### config.mk
export PLATFORM = sky130hd
export DESIGN_NAME = pmwc_power_mode_wakeup_control
export DESIGN_NICKNAME = d
export VERILOG_FILES = /design/src/pmwc_pkg.sv /design/src/pmwc_edge.sv /design/src/pmwc_power_mode_wakeup_control.sv
export SDC_FILE = /design/constraint.sdc
export NUM_CORES = 1
export LEC_CHECK = 0
export ABC_AREA = 1
export BUFFER_PORTS_ARGS = -buffer_cell sky130_fd_sc_hd__buf_4
export CAP_MARGIN = 10
export CORE_ASPECT_RATIO = 0.75
export CORE_MARGIN = 2
export CORE_UTILIZATION = 57
export DETAILED_ROUTE_END_ITERATION = 10
export GPL_ROUTABILITY_DRIVEN = 0
export PLACE_DENSITY = 0.84
export REMOVE_ABC_BUFFERS = 1
export SETUP_SLACK_MARGIN = 0.5
export SLEW_MARGIN = 20
export SYNTH_ARGS = -nofsm -noshare
export SYNTH_HDL_FRONTEND = slang
export SYNTH_SLANG_ARGS = --single-unit
### constraint.sdc
create_clock -name CORE_CLK_I -period 4.15 [get_ports CORE_CLK_I]
set_clock_uncertainty 0.15 [all_clocks]
set_input_delay 0 -clock CORE_CLK_I [delete_from_list [all_inputs] [get_ports CORE_CLK_I]]
set_output_delay 0 -clock CORE_CLK_I [all_outputs]
set_load 0.01 [all_outputs]
### src/pmwc_pkg.sv
// power mode and wake-up control: shared constants and carrier types
// assumes an 8-bit special-function register port driven by the core
// Function
// - config bit 7 written one enters sleep
// - config bit 6 written one enters suspend, clock gated
// - config bit 5 written one clears all wake flags at once
// - config bit 4 read-only, set on reset pin falling edge
// - config bit 3 enables rtc fail wake, reads fail flag
// - config bit 2 enables rtc alarm wake, reads alarm flag
// - config bit 1 enables port match wake, reads match flag
// - config bit 0 enables comparator rising wake, reads its flag
// - flag bit 2 enables battery monitor wake, reads its flag
// - flag bit 0 enables pulse counter wake, reads its flag
// - no suspend or sleep and oscillator kept while any flag set
// - flags read zero for two clocks after suspend wake
// - mode bit 7 drives buffered rtc clock on port0 pin2
// - mode bit 6 enables wake request output on port0 pin3
// - mode bit 5 disables supply monitor; bits 4..0 read zero
// - power bit 2 selects battery (0) or converter output (1)
// - power bit 1 written one enters stop mode
// - power bit 0 enters idle; bits 7..3 general storage
// - flags set by events even when not enabled, also after wake
// - wake request output driven low on leaving sleep
// - a reset pin falling edge with monitor disabled gives full power-on reset
package pmwc_pkg;
    localparam logic [7:0] ADDR_POWER_CONTROL = 8'h87;
    localparam logic [7:0] ADDR_UNIT_MODE     = 8'hB3;
    localparam logic [7:0] ADDR_UNIT_CONFIG   = 8'hB5;
    localparam logic [7:0] ADDR_UNIT_FLAGS    = 8'hB6;

    // config register fields
    localparam int CF_SLEEP   = 7;
    localparam int CF_SUSPEND = 6;
    localparam int CF_CLEAR   = 5;
    localparam int CF_RSTWAKE = 4;
    // flag register fields
    localparam int FL_BATTERY = 2;
    localparam int FL_PULSE   = 0;
    // mode register fields
    localparam int MD_RTC_OE  = 7;
    localparam int MD_WAKE_OE = 6;
    localparam int MD_SUPPLY_MONITOR_DISABLE  = 5;
    // power control fields
    localparam int PC_GF_LO   = 3;
    localparam int PC_POWER_SOURCE_SELECT  = 2;
    localparam int PC_STOP    = 1;
    localparam int PC_IDLE    = 0;

    localparam logic [7:0] RESET_MODE  = 8'h00;
    localparam logic [4:0] RESET_GF    = 5'h00;
    localparam logic [5:0] RESET_WAKE  = 6'h00;

    // flag blanking after suspend wake, in system clocks
    localparam int          BLANK_CLOCKS = 2;
    localparam logic [1:0]  BLANK_LOAD   = 2'(BLANK_CLOCKS);

    // wake source index: config bits 3..0 then battery, pulse
    localparam int NUM_SRC  = 6;
    localparam int SRC_BAT  = 4;
    localparam int SRC_PC   = 5;

    typedef enum logic [2:0] {
        PMWC_RUN     = 3'b000,
        PMWC_IDLE    = 3'b001,
        PMWC_STOP    = 3'b010,
        PMWC_SUSPEND = 3'b011,
        PMWC_SLEEP   = 3'b100
    } pmwc_mode_t;

    typedef struct packed {
        logic [7:0] addr;
        logic [7:0] wdata;
        logic       wr;
        logic       rd;
    } pmwc_sfr_req_t;

    typedef struct packed {
        logic [5:0] rise;       // one-cycle event pulses per source
        logic       reset_fall; // reset pin falling edge seen
    } pmwc_events_t;
endpackage

### src/pmwc_edge.sv
// per-bit rising edge detector for level event inputs
// assumes inputs already synchronous to the system clock
`timescale 1ns/10ps
module pmwc_edge #(
    parameter int WIDTH = 6
) (
    input  wire logic             clk_i,
    input  wire logic             rst_i,
    input  wire logic [WIDTH-1:0] level_i,
    output logic      [WIDTH-1:0] rise_o
);
    logic [WIDTH-1:0] prev;

    // previous level per bit
    always_ff @(posedge clk_i or posedge rst_i) begin
        if (rst_i) begin
            prev <= '0;
        end else begin
            prev <= level_i;
        end
    end

    // one pulse per bit on each low-to-high step
    genvar g;
    generate
        for (g = 0; g < WIDTH; g++) begin : g_bit
            assign rise_o[g] = level_i[g] & ~prev[g];
        end
    endgenerate
endmodule

### src/pmwc_power_mode_wakeup_control.sv
// power mode sequencing, wake source enables and sticky wake flags
// assumes the core drives SFR_* for one cycle per access, events are sync
`timescale 1ns/10ps
module pmwc_power_mode_wakeup_control (
    input  wire logic       CORE_CLK_I,
    input  wire logic       RST_I,
    input  wire logic [7:0] SFR_ADDR_I,
    input  wire logic [7:0] SFR_WDATA_I,
    input  wire logic       SFR_WR_I,
    input  wire logic       SFR_RD_I,
    output logic      [7:0] SFR_RDATA_O,
    input  wire logic       RESET_PIN_N_I,
    input  wire logic       RTC_OSC_FAIL_I,
    input  wire logic       RTC_ALARM_I,
    input  wire logic       PORT_MATCH_I,
    input  wire logic       COMPARATOR_ZERO_I,
    input  wire logic       BATTERY_MONITOR_I,
    input  wire logic       PULSE_COUNTER_I,
    input  wire logic       RTC_CLOCK_I,
    input  wire logic       CORE_WAKE_I,
    output logic            SYS_CLOCK_GATE_O,
    output logic            OSC_STOP_O,
    output logic            LP_OSC_KEEP_O,
    output logic            REGULATOR_OFF_O,
    output logic            IDLE_O,
    output logic            STOP_O,
    output logic            SLEEP_O,
    output logic            PORT0_PIN2_O,
    output logic            PORT0_PIN2_OE_O,
    output logic            PORT0_PIN3_O,
    output logic            PORT0_PIN3_OE_O,
    output logic            SUPPLY_MONITOR_EN_O,
    output logic            FULL_POR_REQ_O,
    output logic            POWER_SOURCE_SELECT_O
);
    // all block state except the edge detector history in one packed struct
    typedef struct packed {
        pmwc_pkg::pmwc_mode_t mode;
        logic [5:0]           enable;     // wake source enables
        logic [5:0]           flag;       // sticky wake flags
        logic                 rst_flag;   // reset pin wake flag
        logic [7:0]           unit_mode;  // bits 7..5 kept, rest zero
        logic [4:0]           gf;         // general purpose storage
        logic                 power_source_select;
        logic [1:0]           blank;      // flag read blanking counter
        logic                 rst_pin_q;
        logic                 wake_req_n; // wake request line level
        logic [7:0]           rdata;
        logic                 por_req;
    } pmwc_state_t;

    pmwc_state_t         st;
    pmwc_state_t         next_st;
    pmwc_pkg::pmwc_sfr_req_t req;
    pmwc_pkg::pmwc_events_t  ev;
    logic [5:0]          level;
    logic [5:0]          rise;
    logic                any_flag;
    logic                wake_cause;

    assign req.addr  = SFR_ADDR_I;
    assign req.wdata = SFR_WDATA_I;
    assign req.wr    = SFR_WR_I;
    assign req.rd    = SFR_RD_I;

    // event levels in source order
    assign level = {PULSE_COUNTER_I, BATTERY_MONITOR_I, RTC_OSC_FAIL_I,
                    RTC_ALARM_I, PORT_MATCH_I, COMPARATOR_ZERO_I};

    pmwc_edge #(
        .WIDTH (pmwc_pkg::NUM_SRC)
    ) u_edge (
        .clk_i   (CORE_CLK_I),
        .rst_i   (RST_I),
        .level_i (level),
        .rise_o  (rise)
    );

    assign ev.rise       = rise;
    assign ev.reset_fall = st.rst_pin_q & ~RESET_PIN_N_I;

    // a set flag (any source) blocks deep modes and holds the oscillator
    assign any_flag   = (|st.flag) | st.rst_flag;
    // reset pin is always a wake source regardless of enables
    assign wake_cause = (|(ev.rise & st.enable)) | ev.reset_fall;

    always_comb begin
        next_st         = st;
        next_st.rst_pin_q = RESET_PIN_N_I;
        next_st.por_req = 1'b0;
        if (st.blank != 2'h0) begin
            next_st.blank = st.blank - 2'h1;
        end

        // flags track events even when disabled and while awake
        next_st.flag     = st.flag | ev.rise;
        next_st.rst_flag = st.rst_flag | ev.reset_fall;

        // register writes; mode strobes are not stored
        if (req.wr) begin
            case (req.addr)
                pmwc_pkg::ADDR_UNIT_CONFIG: begin
                    next_st.enable[3:0] = req.wdata[3:0];
                    if (req.wdata[pmwc_pkg::CF_CLEAR]) begin
                        // set beats clear: an event in this cycle survives
                        next_st.flag     = ev.rise;
                        next_st.rst_flag = ev.reset_fall;
                    end
                    // entry only with all flags clear, flags seen before write
                    if (!any_flag && st.mode == pmwc_pkg::PMWC_RUN) begin
                        if (req.wdata[pmwc_pkg::CF_SLEEP]) begin
                            next_st.mode = pmwc_pkg::PMWC_SLEEP;
                        end else if (req.wdata[pmwc_pkg::CF_SUSPEND]) begin
                            next_st.mode = pmwc_pkg::PMWC_SUSPEND;
                        end
                    end
                end
                pmwc_pkg::ADDR_UNIT_FLAGS: begin
                    next_st.enable[pmwc_pkg::SRC_BAT] = req.wdata[pmwc_pkg::FL_BATTERY];
                    next_st.enable[pmwc_pkg::SRC_PC]  = req.wdata[pmwc_pkg::FL_PULSE];
                end
                pmwc_pkg::ADDR_UNIT_MODE: begin
                    next_st.unit_mode = {req.wdata[7:5], 5'h00};
                end
                pmwc_pkg::ADDR_POWER_CONTROL: begin
                    next_st.gf     = req.wdata[7:pmwc_pkg::PC_GF_LO];
                    next_st.power_source_select = req.wdata[pmwc_pkg::PC_POWER_SOURCE_SELECT];
                    if (st.mode == pmwc_pkg::PMWC_RUN) begin
                        if (req.wdata[pmwc_pkg::PC_STOP]) begin
                            next_st.mode = pmwc_pkg::PMWC_STOP;
                        end else if (req.wdata[pmwc_pkg::PC_IDLE]) begin
                            next_st.mode = pmwc_pkg::PMWC_IDLE;
                        end
                    end
                end
                default: begin
                end
            endcase
        end

        // leaving low-power modes
        case (st.mode)
            pmwc_pkg::PMWC_SUSPEND: begin
                if (wake_cause) begin
                    next_st.mode  = pmwc_pkg::PMWC_RUN;
                    next_st.blank = pmwc_pkg::BLANK_LOAD;
                end
            end
            pmwc_pkg::PMWC_SLEEP: begin
                if (wake_cause) begin
                    next_st.mode       = pmwc_pkg::PMWC_RUN;
                    next_st.wake_req_n = 1'b0;
                end
            end
            pmwc_pkg::PMWC_IDLE, pmwc_pkg::PMWC_STOP: begin
                // core interrupt wake is decided outside; reset pin fall also wakes
                if (CORE_WAKE_I || ev.reset_fall) begin
                    next_st.mode = pmwc_pkg::PMWC_RUN;
                end
            end
            pmwc_pkg::PMWC_RUN: begin
            end
            default: begin
                next_st.mode = pmwc_pkg::PMWC_RUN;
            end
        endcase

        // request line released on next entry to sleep
        if (next_st.mode == pmwc_pkg::PMWC_SLEEP) begin
            next_st.wake_req_n = 1'b1;
        end

        // monitor off: a pin reset escalates to power-on reset
        if (st.unit_mode[pmwc_pkg::MD_SUPPLY_MONITOR_DISABLE] && ev.reset_fall) begin
            next_st.por_req = 1'b1;
        end

        // read data, registered; strobes and unused bits read zero
        next_st.rdata = 8'h00;
        if (req.rd) begin
            case (req.addr)
                pmwc_pkg::ADDR_UNIT_CONFIG: begin
                    if (st.blank == 2'h0) begin
                        next_st.rdata = {3'b000, st.rst_flag, st.flag[3:0]};
                    end
                end
                pmwc_pkg::ADDR_UNIT_FLAGS: begin
                    if (st.blank == 2'h0) begin
                        next_st.rdata = {5'h00, st.flag[pmwc_pkg::SRC_BAT], 1'b0,
                                         st.flag[pmwc_pkg::SRC_PC]};
                    end
                end
                pmwc_pkg::ADDR_UNIT_MODE: begin
                    next_st.rdata = st.unit_mode;
                end
                pmwc_pkg::ADDR_POWER_CONTROL: begin
                    next_st.rdata = {st.gf, st.power_source_select, 2'b00};
                end
                default: begin
                    next_st.rdata = 8'h00;
                end
            endcase
        end
    end

    // single state register; full reset re-enables the supply monitor
    always_ff @(posedge CORE_CLK_I or posedge RST_I) begin
        if (RST_I) begin
            st            <= '0;
            st.mode       <= pmwc_pkg::PMWC_RUN;
            st.enable     <= pmwc_pkg::RESET_WAKE;
            st.flag       <= pmwc_pkg::RESET_WAKE;
            st.unit_mode  <= pmwc_pkg::RESET_MODE;
            st.gf         <= pmwc_pkg::RESET_GF;
            st.rst_pin_q  <= 1'b1;
            st.wake_req_n <= 1'b1;
        end else begin
            st <= next_st;
        end
    end

    // mode decode to power control outputs
    assign SYS_CLOCK_GATE_O  = (st.mode == pmwc_pkg::PMWC_SUSPEND) |
                               (st.mode == pmwc_pkg::PMWC_SLEEP);
    assign OSC_STOP_O        = SYS_CLOCK_GATE_O & ~any_flag;
    assign LP_OSC_KEEP_O     = any_flag;
    assign REGULATOR_OFF_O   = (st.mode == pmwc_pkg::PMWC_SLEEP);
    assign SLEEP_O           = REGULATOR_OFF_O;
    assign IDLE_O            = (st.mode == pmwc_pkg::PMWC_IDLE);
    assign STOP_O            = (st.mode == pmwc_pkg::PMWC_STOP);
    assign SFR_RDATA_O       = st.rdata;

    // auxiliary pins; rtc clock is a pass-through buffer
    assign PORT0_PIN2_OE_O   = st.unit_mode[pmwc_pkg::MD_RTC_OE];
    assign PORT0_PIN2_O      = RTC_CLOCK_I & st.unit_mode[pmwc_pkg::MD_RTC_OE];
    assign PORT0_PIN3_OE_O   = st.unit_mode[pmwc_pkg::MD_WAKE_OE];
    assign PORT0_PIN3_O      = st.wake_req_n;

    assign SUPPLY_MONITOR_EN_O   = ~st.unit_mode[pmwc_pkg::MD_SUPPLY_MONITOR_DISABLE];
    assign FULL_POR_REQ_O        = st.por_req;
    assign POWER_SOURCE_SELECT_O = st.power_source_select;
endmodule

## Yosys cells after proc, flatten, opt, wreduce, memory -nomap -nowiden

Index checks and enable logic that the tools add are counted.

| word-level totals | value |
|---|---|
| bits in registers | 44 |
| latch bits | 0 |
| memory bits (writable) | 0 |
| bits in read-only memories | 0 |
| input port bits | 29 |
| output and inout bits | 22 |
| word-level logic and storage cells | 93 |
| memories | 0 |

| operators by class | value |
|---|---|
| add/subtract/negate cells | 1 |
| multiply operators | 0 |
| divide/modulo/power cells | 0 |
| $lt $le $gt $ge | 0 |
| eq/ne operators | 9 |
| shift operators | 0 |
| mux-type cells | 27 |
| bitwise operators | 24 |
| reductions and logical operators | 18 |

Operators by type and width:

| operator | count |
|---|---|
| $eq A8 B8 Y1 const B | 4 |
| $pmux W8 S4 | 1 |
| $mux W30 | 1 |
| $mux W3 | 9 |
| $mux W8 | 2 |
| $reduce_or A6 Y1 | 2 |
| $mux W11 | 1 |
| $reduce_and A2 Y1 | 5 |
| $and A1 B1 Y1 | 9 |
| $not A1 Y1 | 9 |
| $pmux W3 S3 | 1 |
| $mux W2 | 4 |
| $mux W7 | 1 |
| $and A6 B6 Y6 | 1 |
| $eq A3 B2 Y1 const B | 2 |
| $eq A3 B3 Y1 const B | 2 |
| $mux W6 | 1 |
| $or A6 B6 Y6 | 1 |
| $pmux W3 S2 | 1 |
| $reduce_bool A2 Y1 | 3 |
| $mux W5 | 1 |
| $mux W1 | 4 |
| $or A1 B1 Y1 | 4 |
| $reduce_or A2 Y1 | 2 |
| other kinds (7) | 8 |

## Longest topological paths before layout

Gate-level depths: netlist (run 1).

| depth | value |
|---|---|
| word-level depth | 12 |
| depth in mapped cells | 10 |
| gate-level depth less buffers | 10 |

## By module

Synthesis (run 1) repeated with hierarchy kept, for this count alone.

| unflattened totals | value |
|---|---|
| cells, all modules | 274 |
| area, all modules | 2165.8 um^2 |

Modules (own cells, without submodules):

| module | times used | cells each | area each (um^2) | seq. area each (um^2) |
|---|---|---|---|---|
| pmwc_power_mode_wakeup_control | 1 | 255 | 1951.9 | 953.4 |
| pmwc_edge | 1 | 19 | 214.0 | 150.1 |

## Least setup slack after synthesis (run 1)

OpenSTA, ideal clock, no wires.

| timing path | value |
|---|---|
| path type | register to register |
| start point | reg st[41] (netlist bit) |
| end point | reg st[40] (netlist bit) |
| setup time | 113 ps |
| arrival | 1123 ps |
| data required time | 3887 ps |
| setup slack | 2765 ps |
| stages on the path, launching flop included | 9 |
| buffers on the path | 0 |
| period minus slack after synthesis | 1385 ps |
| path through | dfrtp_1 nor3_4 nand3_1 nand2_1 inv_1 nand2_1 nand3_1 nand2_1 inv_1 |

RTL lines:

| item | RTL line | text |
|---|---|---|
| from (decl) | pmwc_power_mode_wakeup_control.sv:52 | `pmwc_state_t st;` |
| from (signal assigned) | pmwc_power_mode_wakeup_control.sv:218 | `st <= next_st;` |

==> impl_results.md, run 1 <==
* Initial antenna violation count at 0
* Type of the most critical hold path: in -> reg
* Tmin final at 2.07 ns
* FF+latch area at 1100 um^2
* CTS Buffer Depth at 2
* Width of the die at 74.6 um
* Worst path cell trace: dlygate4sd3_1, buf_4, nand3b_1, dlygate4sd3_1, nor3_1, and2_1, nor2_1, nor2_1
* Fraction of layout cells with a size suffix above 1 at 21.9%
* Top cell type's share of synthesized area at 49.4%
* Synth Flop Type: dfrtp_1
* Max-Slew Margin vs Limit at 64.7%
* Worst setup SP type: input port
* Setup violations, final at 0
* Antenna Nets Post-Route at 0
* Detailed-route via count at 1,906
* Clk root buf: clkbuf_8
* 1st-pass router iterations at 4
* Clk slew on worst S/H paths at 0.08 ns
* Core area at 3610 um^2
* All-Layer GR Usage at 26.8%
* Largest net degree at the start of global routing at 45
* WL per Instance at 13.1 um
* CP required at 4.24 ns
* Post-synth EDFFs at 0
* Setup ws final at 2.08 ns
* Cells after Synth at 260
* Initial Util at 58.9%
* Fin nets at 361
* Maxcap violations at 0
* TNS Setup at 0 ns
* DRC Markers at 0
* Post-CTS Setup Repair Bufs at 0
* Cell area power density at 322 nW/um^2
* Crit path DAT at 2.16 ns
* Number of global-route vias before repair at 1,823
* Register area share after synthesis at 51.8%
* Critical-path top delay cell: dlygate4sd3_1
* Post-synth top cells: nand2_1, inv_1, dfrtp_1
* Fill cells at 258
* Mapped Area at 2130 um^2
* Buf+Inv Stages, Crit Path at 3
* Worst-path maximum fanout at 4
* Total Power at 0.919 mW
* GRT Residual Overflow at 0
* Mean Syn Cell Area at 8.19 um^2
* Unique masters post-synth at 23
* Number of DRC markers in iteration 0 at 159
* Tcrit/Tclk final at 49.9%
* Multi-input logic area at 774 um^2
* Worst slack, placed at 2.56 ns
* Cell taking the most area after synthesis: dfrtp_1
* Die ar. at 4250 um^2
* Status: finished, final reports clean
* Most common cell in the netlist: nand2_1
* Core Rows at 19
* Max Fclk at 482 MHz
* Post-CTS resize count at 0
* Crit path max-delay family: buffers and inverters
* Max Slew Vio Count at 0
* Clk_lat worst skew at 0.30 ns
* CTS Buf Count at 5
* Vias/cell at 4.95
* Crit Path Class: in -> reg
* CTS tree: built
* I/O pin count at 51
* Chip height at 56.9 um
* Leakage at 1.54 nW
* Maximum level of the CTS H-tree at 2
* Dpl hpwl at 3.58 mm
* Worst setup EP type: flop
* Worst slew pin tran at 0.525 ns
* Worst VDD drop at 253 uV
* CP peak stage delay at 0.56 ns
* Ys Warns at 0
* Number of diodes at 0
* Flops & latches, synth at 44
* Async S/R FF share, synth at 100%
* Final hold vios at 0
* Wirelength, routed at 5.03 mm
* PortBufs at 50
* First-pass GRT wire length at 8.44 mm
* Area Overhead vs Synth at 33.8%
* Clock sinks at 44
* Top post-synthesis cells by area: dfrtp_1, nand2_1, inv_1
* RSZ-0062 raised after global routing: false
-- flip-flops by register name, summed over array words and instances (netlist names) --
| name | flops |
|---|---|
| PORT0_PIN3_OE_O | 1 |
| FULL_POR_REQ_O | 1 |
| st | 25 |
| u_edge.prev | 6 |
| POWER_SOURCE_SELECT_O | 1 |
| PORT0_PIN2_OE_O | 1 |
| PORT0_PIN3_O | 1 |
| SFR_RDATA_O | 8 |
-- cell type report --
cell class,instances,share of cell area [%]
multi-input cells,160,27.2
flip-flops and latches,44,38.7
clock inverters,3,1.49
repair buffers,75,21.9
inverters,46,6.06
well taps,52,2.28
clock buffers,5,2.41
-- report_power, final --
group,internal (mW),switching (mW),leakage (nW)
clock,0.178,0.148,0.0541
combinational,0.0652,0.0684,0.934
sequential,0.445,0.0139,0.548
-- per-stage QoR --
step | area (um^2) | util [%] | cells | hold WS (ns)
floorplan | 2050 | - | 250 | -0.146
global placement | 2500 | 69.1 | 353 | -0.0323
detailed placement | 2500 | 69.1 | 353 | -0.0324
CTS | 2850 | 78.9 | 385 | 0.000495
global route | 2850 | 78.9 | 385 | 0.0560
finish | 2850 | 78.9 | 385 | 0.0258
-- final timing paths --
path,end,slack [ns],cells past startpoint,from
worst max register to register,st[40]$_DFF_PP0_,2.54,10,st[33]$_DFF_PP0_
worst min-delay path,SFR_RDATA_O[5]$_DFF_PP0_,0.03,6,SFR_ADDR_I[3]
worst min register to register,st[11]$_DFF_PP0_,0.31,1,st[11]$_DFF_PP0_
min in group asynchronous,u_edge.prev[3]$_DFF_PP0_,0.23,4,RST_I
worst max-delay path,SFR_RDATA_O[2]$_DFF_PP0_,2.08,8,SFR_ADDR_I[4]
max in group asynchronous,PORT0_PIN3_O$_DFFE_PP1P_,3.24,4,RST_I
-- tightest hold or removal path, stage by stage --
cell	delay, ns
buf_4	0.09
inv_1	0.05
nand3_1	0.07
nor3_1	0.09
nand2_1	0.08
a21oi_1	0.06
-- cells by family (layout without fill, tap and decap cells) --
kind of cell	Yosys count	after routing	synth area share [%]
AOI/OAI and AO/OA	36	36	9.40
and+or+nand+nor	122	122	25.9
buffers and inverters	56	129	11.8
DFF	44	44	51.8
muxes	2	2	1.06
-- layout by cell type (no fill, tap or decap), drive strengths merged --
cell	n
and2	1
buf	51
bufinv	1
clkbuf	5
mux2	2
nand3b	1
inv	46
clkinvlp	1
dfrtp	42
nand2	67
nor3	6
o22ai	2
dfstp	2
nand4	4
nand3	18
o21a	4
nor2	25
a21oi	9
clkinv	1
o21ai	21
dlygate4sd3	24
-- timing repair --
| action | CTS | global route |
|---|---|---|
| hold buffers | 24 | 0 |
| setup endpoints to repair | 0 | 0 |
| endpoints found under the hold margin | 81 | 0 |
-- layer usage --
metal / part of all wire, % / vias up / GRT usage (%)
met4: 2.8 / 0 / 11.5
li1: - / 951 / -
met1: 44 / 851 / 37.1
met3: 7.1 / 17 / 8.13
met2: 46 / 87 / 39.4
met5: 0 / - / 0
No activity file was read; power rests on OpenSTA's default activity.
==> run 2, diff against run 1 <==
--- a/config.mk
+++ b/config.mk
@@ -5,15 +5,15 @@
 export SDC_FILE = /design/constraint.sdc
 export NUM_CORES = 1
 export LEC_CHECK = 0
-export ABC_AREA = 1
+export ABC_AREA = 0
 export BUFFER_PORTS_ARGS = -buffer_cell sky130_fd_sc_hd__buf_4
 export CAP_MARGIN = 10
 export CORE_ASPECT_RATIO = 0.75
 export CORE_MARGIN = 2
-export CORE_UTILIZATION = 57
+export CORE_UTILIZATION = 47
 export DETAILED_ROUTE_END_ITERATION = 10
 export GPL_ROUTABILITY_DRIVEN = 0
-export PLACE_DENSITY = 0.84
+export PLACE_DENSITY = 0.75
 export REMOVE_ABC_BUFFERS = 1
 export SETUP_SLACK_MARGIN = 0.5
 export SLEW_MARGIN = 20
==> constraint.sdc (replaced) <==
create_clock -name CORE_CLK_I -period 1.68 [get_ports CORE_CLK_I]
set_clock_uncertainty 0.15 [all_clocks]
set_input_delay 0 -clock CORE_CLK_I [delete_from_list [all_inputs] [get_ports CORE_CLK_I]]
set_output_delay 0 -clock CORE_CLK_I [all_outputs]
set_load 0.01 [all_outputs]
==> impl_results.md, run 2 <==
* Status: finished, violations left
* Failing checks: negative hold slack, negative setup slack
* Mean Syn Cell Area at 11.4 um^2 (+39%)
* Core Rows at 20 (+1)
* Worst slack, placed at -0.0570 ns (-2.62 ns)
* Net Sw Frac at 25.9% (+0.80 points)
* Logic gate share of total power at 19.7% (+5.2 points)
* Worst hold slack at -0.155 ns (-0.181 ns)
* Top post-synthesis cells by area: dfrtp_1, mux2_2, buf_4
* Chip height at 60.6 um (+6.5%)
* Cell taking the most area after synthesis: dfrtp_1
* CTS Buffer Depth at 2 (unchanged)
* Post-Route M1 WL at 2.51 mm (+13%)
* Register area share after synthesis at 54.9% (+3.1 points)
* I/O pin count at 51 (unchanged)
* Clock sinks at 44 (unchanged)
* Seq pwr share at 49.8% (about the same)
* Post-synth top cells: dfrtp_1, mux2_2, inv_1
* Worst-path maximum fanout at 3 (-1)
* Mapped Area at 2010 um^2 (-5.6%)
* Clk_lat worst skew at 0.29 ns (about the same)
* Non-Filler Instances at 332 (-14%)
* Leakage at 1.51 nW (-1.9%)
* Worst setup SP type: flop
* Top sig layer: met4
* Async S/R FF share, synth at 100% (unchanged)
* Net Switching at 0.587 mW (+150%)
* Cells after Synth at 177 (-32%)
* WL per Instance at 17.0 um (+30%)
* Fraction of layout cells with a size suffix above 1 at 59.2% (+37 points)
* Util after Layout at 80.0% (+1.1 points)
* Cell area power density at 695 nW/um^2 (+120%)
* Pint at 1.68 mW (+140%)
* Maximum level of the CTS H-tree at 2 (unchanged)
* Final hold vios at 2 (+2)
* Tmin final at 1.69 ns
* Worst slew pin tran at 0.527 ns (+0.00132 ns)
* Most common cell after layout, fill and taps aside: buf_4
* All-Layer GR Usage at 22.5% (-4.2 points)
* Tcrit/Tclk final at 101%
* Dpl cells at 282 (-20%)
* PortBufs at 50 (unchanged)
* Fin nets at 305 (-16%)
* Max Fclk at 592 MHz
* Worst Hold Path Cells at 3 (-3)
* Unique masters post-synth at 42 (+83%)
* Most frequent cells in the layout: buf_4, dfrtp_1, dlygate4sd3_1
* CTS tree: built
* CTS Buf Count at 5 (unchanged)
* Worst VDD drop at 598 uV (+140%)
* RSZ-0062 raised after global routing: true
* DRC Markers at 0 (unchanged)
* Dpl hpwl at 3.37 mm (-5.7%)
* Width of the die at 79.5 um (+6.6%)
* Post-synth EDFFs at 0 (unchanged)
* Die ar. at 4820 um^2 (+14%)
* Max-Slew Margin vs Limit at 64.9% (+0.18 points)
* GRT Residual Overflow at 0 (unchanged)
* Antenna Nets Post-Route at 0 (unchanged)
* Setup ws final at -0.00870 ns (-2.09 ns)
* Clock share of power at 30.5% (-5.0 points)
* Synth Flop Type: dfrtp_1
* Initial Util at 49.3% (-9.6 points)
* 1st-pass router iterations at 4 (unchanged)
* Worst setup EP type: output port
* Max Slew Vio Count at 0 (unchanged)
* Area Overhead vs Synth at 62.2%
* Largest reg by FF count: st
* WL met2 at 2.80 mm (+21%)
* Vias/cell at 5.33 (+7.6%)
* Core area at 4080 um^2 (+13%)
* Most common cell in the netlist: dfrtp_1
* Largest net degree at the start of global routing at 45 (unchanged)
* Detailed-route via count at 1,769 (-7.2%)
* Crit path DAT at 1.54 ns (-0.62 ns)
* Clk slew on worst S/H paths at 0.08 ns (about the same)
* Wirelength, routed at 5.65 mm (+12%)
* Clk root buf: clkbuf_8
* Number of diodes at 0 (unchanged)
* Initial antenna violation count at 0 (unchanged)
* Number of DRC markers in iteration 0 at 133 (-16%)
* Met3 wire len at 279 um (-22%)
* Maxcap violations at 0 (unchanged)
* Crit Path Class: reg -> out
* Reg2reg path depth at 5 (-5)
* Top cell type's share of synthesized area at 52.3% (+2.9 points)
* Type of the most critical hold path: in -> reg
* First-pass GRT wire length at 8.02 mm (-5.0%)
* Number of global-route vias before repair at 1,636 (-10%)
* CP required at 1.53 ns (-2.71 ns)
* Largest register FFs at 25 (unchanged)
* Ys Warns at 0 (unchanged)
* Flops & latches, synth at 44 (unchanged)
* Setup violations, final at 1 (+1)
[run 2: what timing repair did]
action,in CTS,in global routing
hold buffers,17,2
gates cloned,0,0
setup endpoints to repair,35,39
hold endpoints to repair,81,7
setup buffers,16,8
resized for setup,44,42
pin swaps,24,24
[run 2: metal layers]
layer / GRT usage [%] / up-vias
li1: - / 830
met1: 30.2 / 884
met2: 39.0 / 49
met3: 4.32 / 6
met4: 5.17 / 0
met5: 0 / -
[run 2: cell families (layout without fill, tap and decap cells)]
| kind of cell | count (synthesis) | in the layout | synth area share [%] |
|---|---|---|---|
| XOR/XNOR | 1 | 1 | 0.436 |
| buffers and inverters | 22 | 122 | 5.85 |
| flip-flops | 44 | 44 | 54.9 |
| AO/OA/AOI/OAI | 32 | 32 | 11.4 |
| multiplexers | 15 | 15 | 8.40 |
| AND/OR/NAND/NOR | 62 | 62 | 18.5 |
| adder cells (fa/ha/maj) | 1 | 1 | 0.498 |
[run 2: power by group through the flow]
stage	clock (mW)	combinational (mW)	sequential [mW]
4_1_cts	0.689	0.383	1.12
5_1_grt	0.739	0.481	1.13
6_report	0.691	0.447	1.13
3_3_place_gp	0	0.235	1.14
3_5_place_dp	0	0.239	1.15
2_1_floorplan	0	0.112	1.14
[run 2: layout make-up]
type,instances,area [um^2]
multi-input cells,111,1050
clock inverters,2,15.0
well taps,55,68.8
flip-flops and latches,44,1110
repair buffers,102,881
fillers,234,817
clock buffers,6,82.6
inverters,12,55.1
[run 2: stage by stage]
stage / power, mW / instance area, um^2 / TNS [ns]
finish: 2.27 / 3260 / -0.00870
global route: 2.35 / 3260 / -0.215
CTS: 2.20 / 3020 / 0
detailed placement: 1.38 / 2460 / -0.194
global placement: 1.38 / 2460 / 0
floorplan: 1.25 / 1940 / -0.0294
[run 2: final timing paths]
| path | slack, ns | from | endpoint |
|---|---|---|---|
| max | -0.009 | st[28]$_DFF_PP0_ | OSC_STOP_O |
| min | -0.16 | SFR_ADDR_I[3] | SFR_RDATA_O[0]$_DFF_PP0_ |
| max reg2reg | 0 | st[40]$_DFF_PP0_ | st[41]$_DFF_PP0_ |
| min reg2reg | 0.33 | PORT0_PIN3_O$_DFFE_PP1P_ | PORT0_PIN3_O$_DFFE_PP1P_ |
| max in group asynchronous | 0.73 | RST_I | st[42]$_DFF_PP0_ |
| min in group asynchronous | 0.26 | RST_I | SFR_RDATA_O[3]$_DFF_PP0_ |
[run 2: critical path, cell delays in order (launching register included)]
cell	delay, ns
dfrtp_1	0.40
nor4_2	0.27
and2_4	0.21
buf_6	0.11
inv_4	0.03
a21oi_2	0.09
buf_4	0.13
==> run 3, diff against run 2 <==
--- a/config.mk
+++ b/config.mk
@@ -13,7 +13,7 @@
 export CORE_UTILIZATION = 47
 export DETAILED_ROUTE_END_ITERATION = 10
 export GPL_ROUTABILITY_DRIVEN = 0
-export PLACE_DENSITY = 0.75
+export PLACE_DENSITY_LB_ADDON = 0.08
 export REMOVE_ABC_BUFFERS = 1
 export SETUP_SLACK_MARGIN = 0.5
 export SLEW_MARGIN = 20
==> impl_results.md, run 3 (synthesis gave the netlist of run 2 again) <==
* Setup violations, final at 0 (-1)
* Critical-path top delay cell: dfrtp_1
* Net Sw Frac at 24.9% (-1.0 points)
* Tmin final at 1.67 ns (-0.0137 ns)
* Largest register FFs at 25 (unchanged)
* CTS tree: built
* Number of DRC markers in iteration 0 at 137 (+3.0%)
* Max Slew Vio Count at 0 (unchanged)
* Wirelength, routed at 5.93 mm (+5.0%)
* Most frequent cells in the layout: buf_4, dfrtp_1, dlygate4sd3_1
* Maxcap violations at 0 (unchanged)
* Total Power at 2.39 mW (+5.3%)
* Crit path capture: OSC_STOP_O
* Max-Slew Margin vs Limit at 64.1% (-0.81 points)
* Status: finished, violations left
* All-Layer GR Usage at 25.2% (+2.6 points)
* Buf+Inv Stages, Crit Path at 3 (unchanged)
* Worst hold slack at -0.0493 ns (+0.106 ns)
* Net Switching at 0.594 mW (+1.3%)
* Clock sinks at 44 (unchanged)
* Non-Filler Instances at 328 (-1.2%)
* Type of the most critical hold path: in -> reg
* Clk_lat worst skew at 0.30 ns (about the same)
* Area Overhead vs Synth at 59.9%
* CTS Buffer Depth at 2 (unchanged)
* Post-route cell area at 3220 um^2 (-1.4%)
* CTS Buf Count at 5 (unchanged)
* 1st-pass router iterations at 4 (unchanged)
* Number of global-route vias before repair at 1,770 (+8.2%)
* Detailed-route via count at 1,789 (+1.1%)
* Worst path cell trace: nor4_1, and2_4, buf_6, inv_4, a21oi_2, buf_4
* Initial Util at 49.3% (unchanged)
* Leakage at 1.51 nW (about the same)
* Worst setup EP type: output port
* CP peak stage delay at 0.39 ns (about the same)
* I/O pin count at 51 (unchanged)
* Antenna Nets Post-Route at 0 (unchanged)
* Worst r2r src: st[28]$_DFF_PP0_
* Number of diodes at 0 (unchanged)
* Fraction of layout cells with a size suffix above 1 at 57.1% (-2.1 points)
* DP Area at 2470 um^2 (+0.61%)
* Seq pwr share at 47.7% (-2.1 points)
* Fin nets at 301 (-1.3%)
* Worst slew pin tran at 0.539 ns (+0.0122 ns)
* Core area at 4080 um^2 (unchanged)
* Crit path max-delay family: simple AND/OR/NAND/NOR gates
* Core Rows at 20 (unchanged)
* Clk root buf: clkbuf_8
* Worst-path maximum fanout at 3 (unchanged)
* Logic gate share of total power at 16.1% (-3.6 points)
* Die ar. at 4820 um^2 (unchanged)
* Worst VDD drop at 527 uV (-12%)
* Crit path DAT at 1.52 ns (-0.02 ns)
* Initial antenna violation count at 0 (unchanged)
* Largest net degree at the start of global routing at 45 (unchanged)
* Reg2reg path depth at 7 (+2)
* Final hold vios at 1 (-1)
* Max Fclk at 597 MHz (+0.82%)
* Chip height at 60.6 um (unchanged)
* PortBufs at 50 (unchanged)
* Pint at 1.79 mW (+6.7%)
* Largest reg by FF count: st
* Cell area power density at 742 nW/um^2 (+6.8%)
* Clock share of power at 36.3% (+5.8 points)
* Crit Path Class: reg -> out
* Tcrit/Tclk final at 99.7% (-0.82 points)
* DRC Markers at 0 (unchanged)
* Crit path depth at 6 (unchanged)
* R2R setup slack at 0.04 ns (+0.04 ns)
* CP Launch Point: st[28]$_DFF_PP0_
* Clk slew on worst S/H paths at 0.09 ns (about the same)
* First-pass GRT wire length at 8.83 mm (+10%)
* Width of the die at 79.5 um (unchanged)
* CP required at 1.53 ns (about the same)
* Vias/cell at 5.45 (+2.4%)
* Most common cell after layout, fill and taps aside: buf_4
* Dpl cells at 284 (+0.71%)
* GRT Residual Overflow at 0 (unchanged)
* Failing checks: negative hold slack
* Reg2reg end: st[40]$_DFF_PP0_
* Worst setup SP type: flop
* Worst Hold Path Cells at 4 (+1)
* RSZ-0062 raised after global routing: true
* Dpl hpwl at 3.52 mm (+4.2%)
* Maximum level of the CTS H-tree at 2 (unchanged)
* WL per Instance at 18.1 um (+6.3%)
## run 3: power groups by stage
stage               logic (mW)  clock network [mW]  registers [mW]
detailed placement       0.240                   0            1.14
finish                   0.384               0.865            1.14
floorplan                0.112                   0            1.14
CTS                      0.321               0.879            1.13
global route             0.411               0.928            1.14
global placement         0.234                   0            1.14
## run 3: worst register-to-register path, stage by stage (launching register included)
cell and delay, ns:
dfrtp_1 0.39, nor4_1 0.26, and2_4 0.21, buf_4 0.11
buf_6 0.09, a31oi_4 0.09, nor3_2 0.15, a211oi_2 0.06
## run 3: stage by stage
step / TNS (ns) / setup slack [ns] / hold WS, ns / utilization, %
CTS: -0.000708 / -0.000708 / -0.134 / 74.4
detailed placement: -0.181 / -0.0665 / -0.0302 / 60.6
floorplan: -0.0294 / -0.0169 / -0.146 / -
global placement: -0.00600 / -0.00600 / -0.0331 / 60.6
finish: 0 / 0.00501 / -0.0493 / 78.8
global route: -0.105 / -0.0635 / -0.0507 / 78.8
## run 3: repair_timing
action | CTS | global route
pin swaps | 26 | 18
endpoints found under the hold margin | 81 | 4
hold buffers | 17 | 1
buffers inserted | 9 | 10
gates cloned | 0 | 0
resized for setup | 50 | 26
endpoints found under the setup margin | 35 | 38
## run 3: metal layers
| layer | GRT usage [%] | wire length [um] | up-vias |
|---|---|---|---|
| met5 | 0 | 0 | - |
| met4 | 11.6 | 136 | 0 |
| met3 | 6.10 | 302 | 14 |
| met2 | 41.9 | 2980 | 62 |
| met1 | 31.9 | 2520 | 895 |
| li1 | - | - | 818 |
## run 3: final cells by class
| cell class | count | area (um^2) |
|---|---|---|
| Tap cell | 55 | 68.8 |
| Fill cell | 242 | 863 |
| Timing Repair Buffer | 98 | 820 |
| Multi-Input combinational cell | 111 | 1050 |
| Clock inverter | 2 | 38.8 |
| Inverter | 12 | 47.5 |
| Sequential cell | 44 | 1110 |
| Clock buffer | 6 | 82.6 |
## run 3: how the worst min path moves through the flow
stage	start	to
2_1_floorplan	RESET_PIN_N_I	st[10]$_DFF_PP1_
5_1_grt	SFR_ADDR_I[0]	SFR_RDATA_O[2]$_DFF_PP0_
3_3_place_gp	PORT_MATCH_I	u_edge.prev[1]$_DFF_PP0_
4_1_cts	SFR_ADDR_I[3]	SFR_RDATA_O[0]$_DFF_PP0_
6_report	SFR_ADDR_I[0]	SFR_RDATA_O[2]$_DFF_PP0_
3_5_place_dp	PORT_MATCH_I	u_edge.prev[1]$_DFF_PP0_
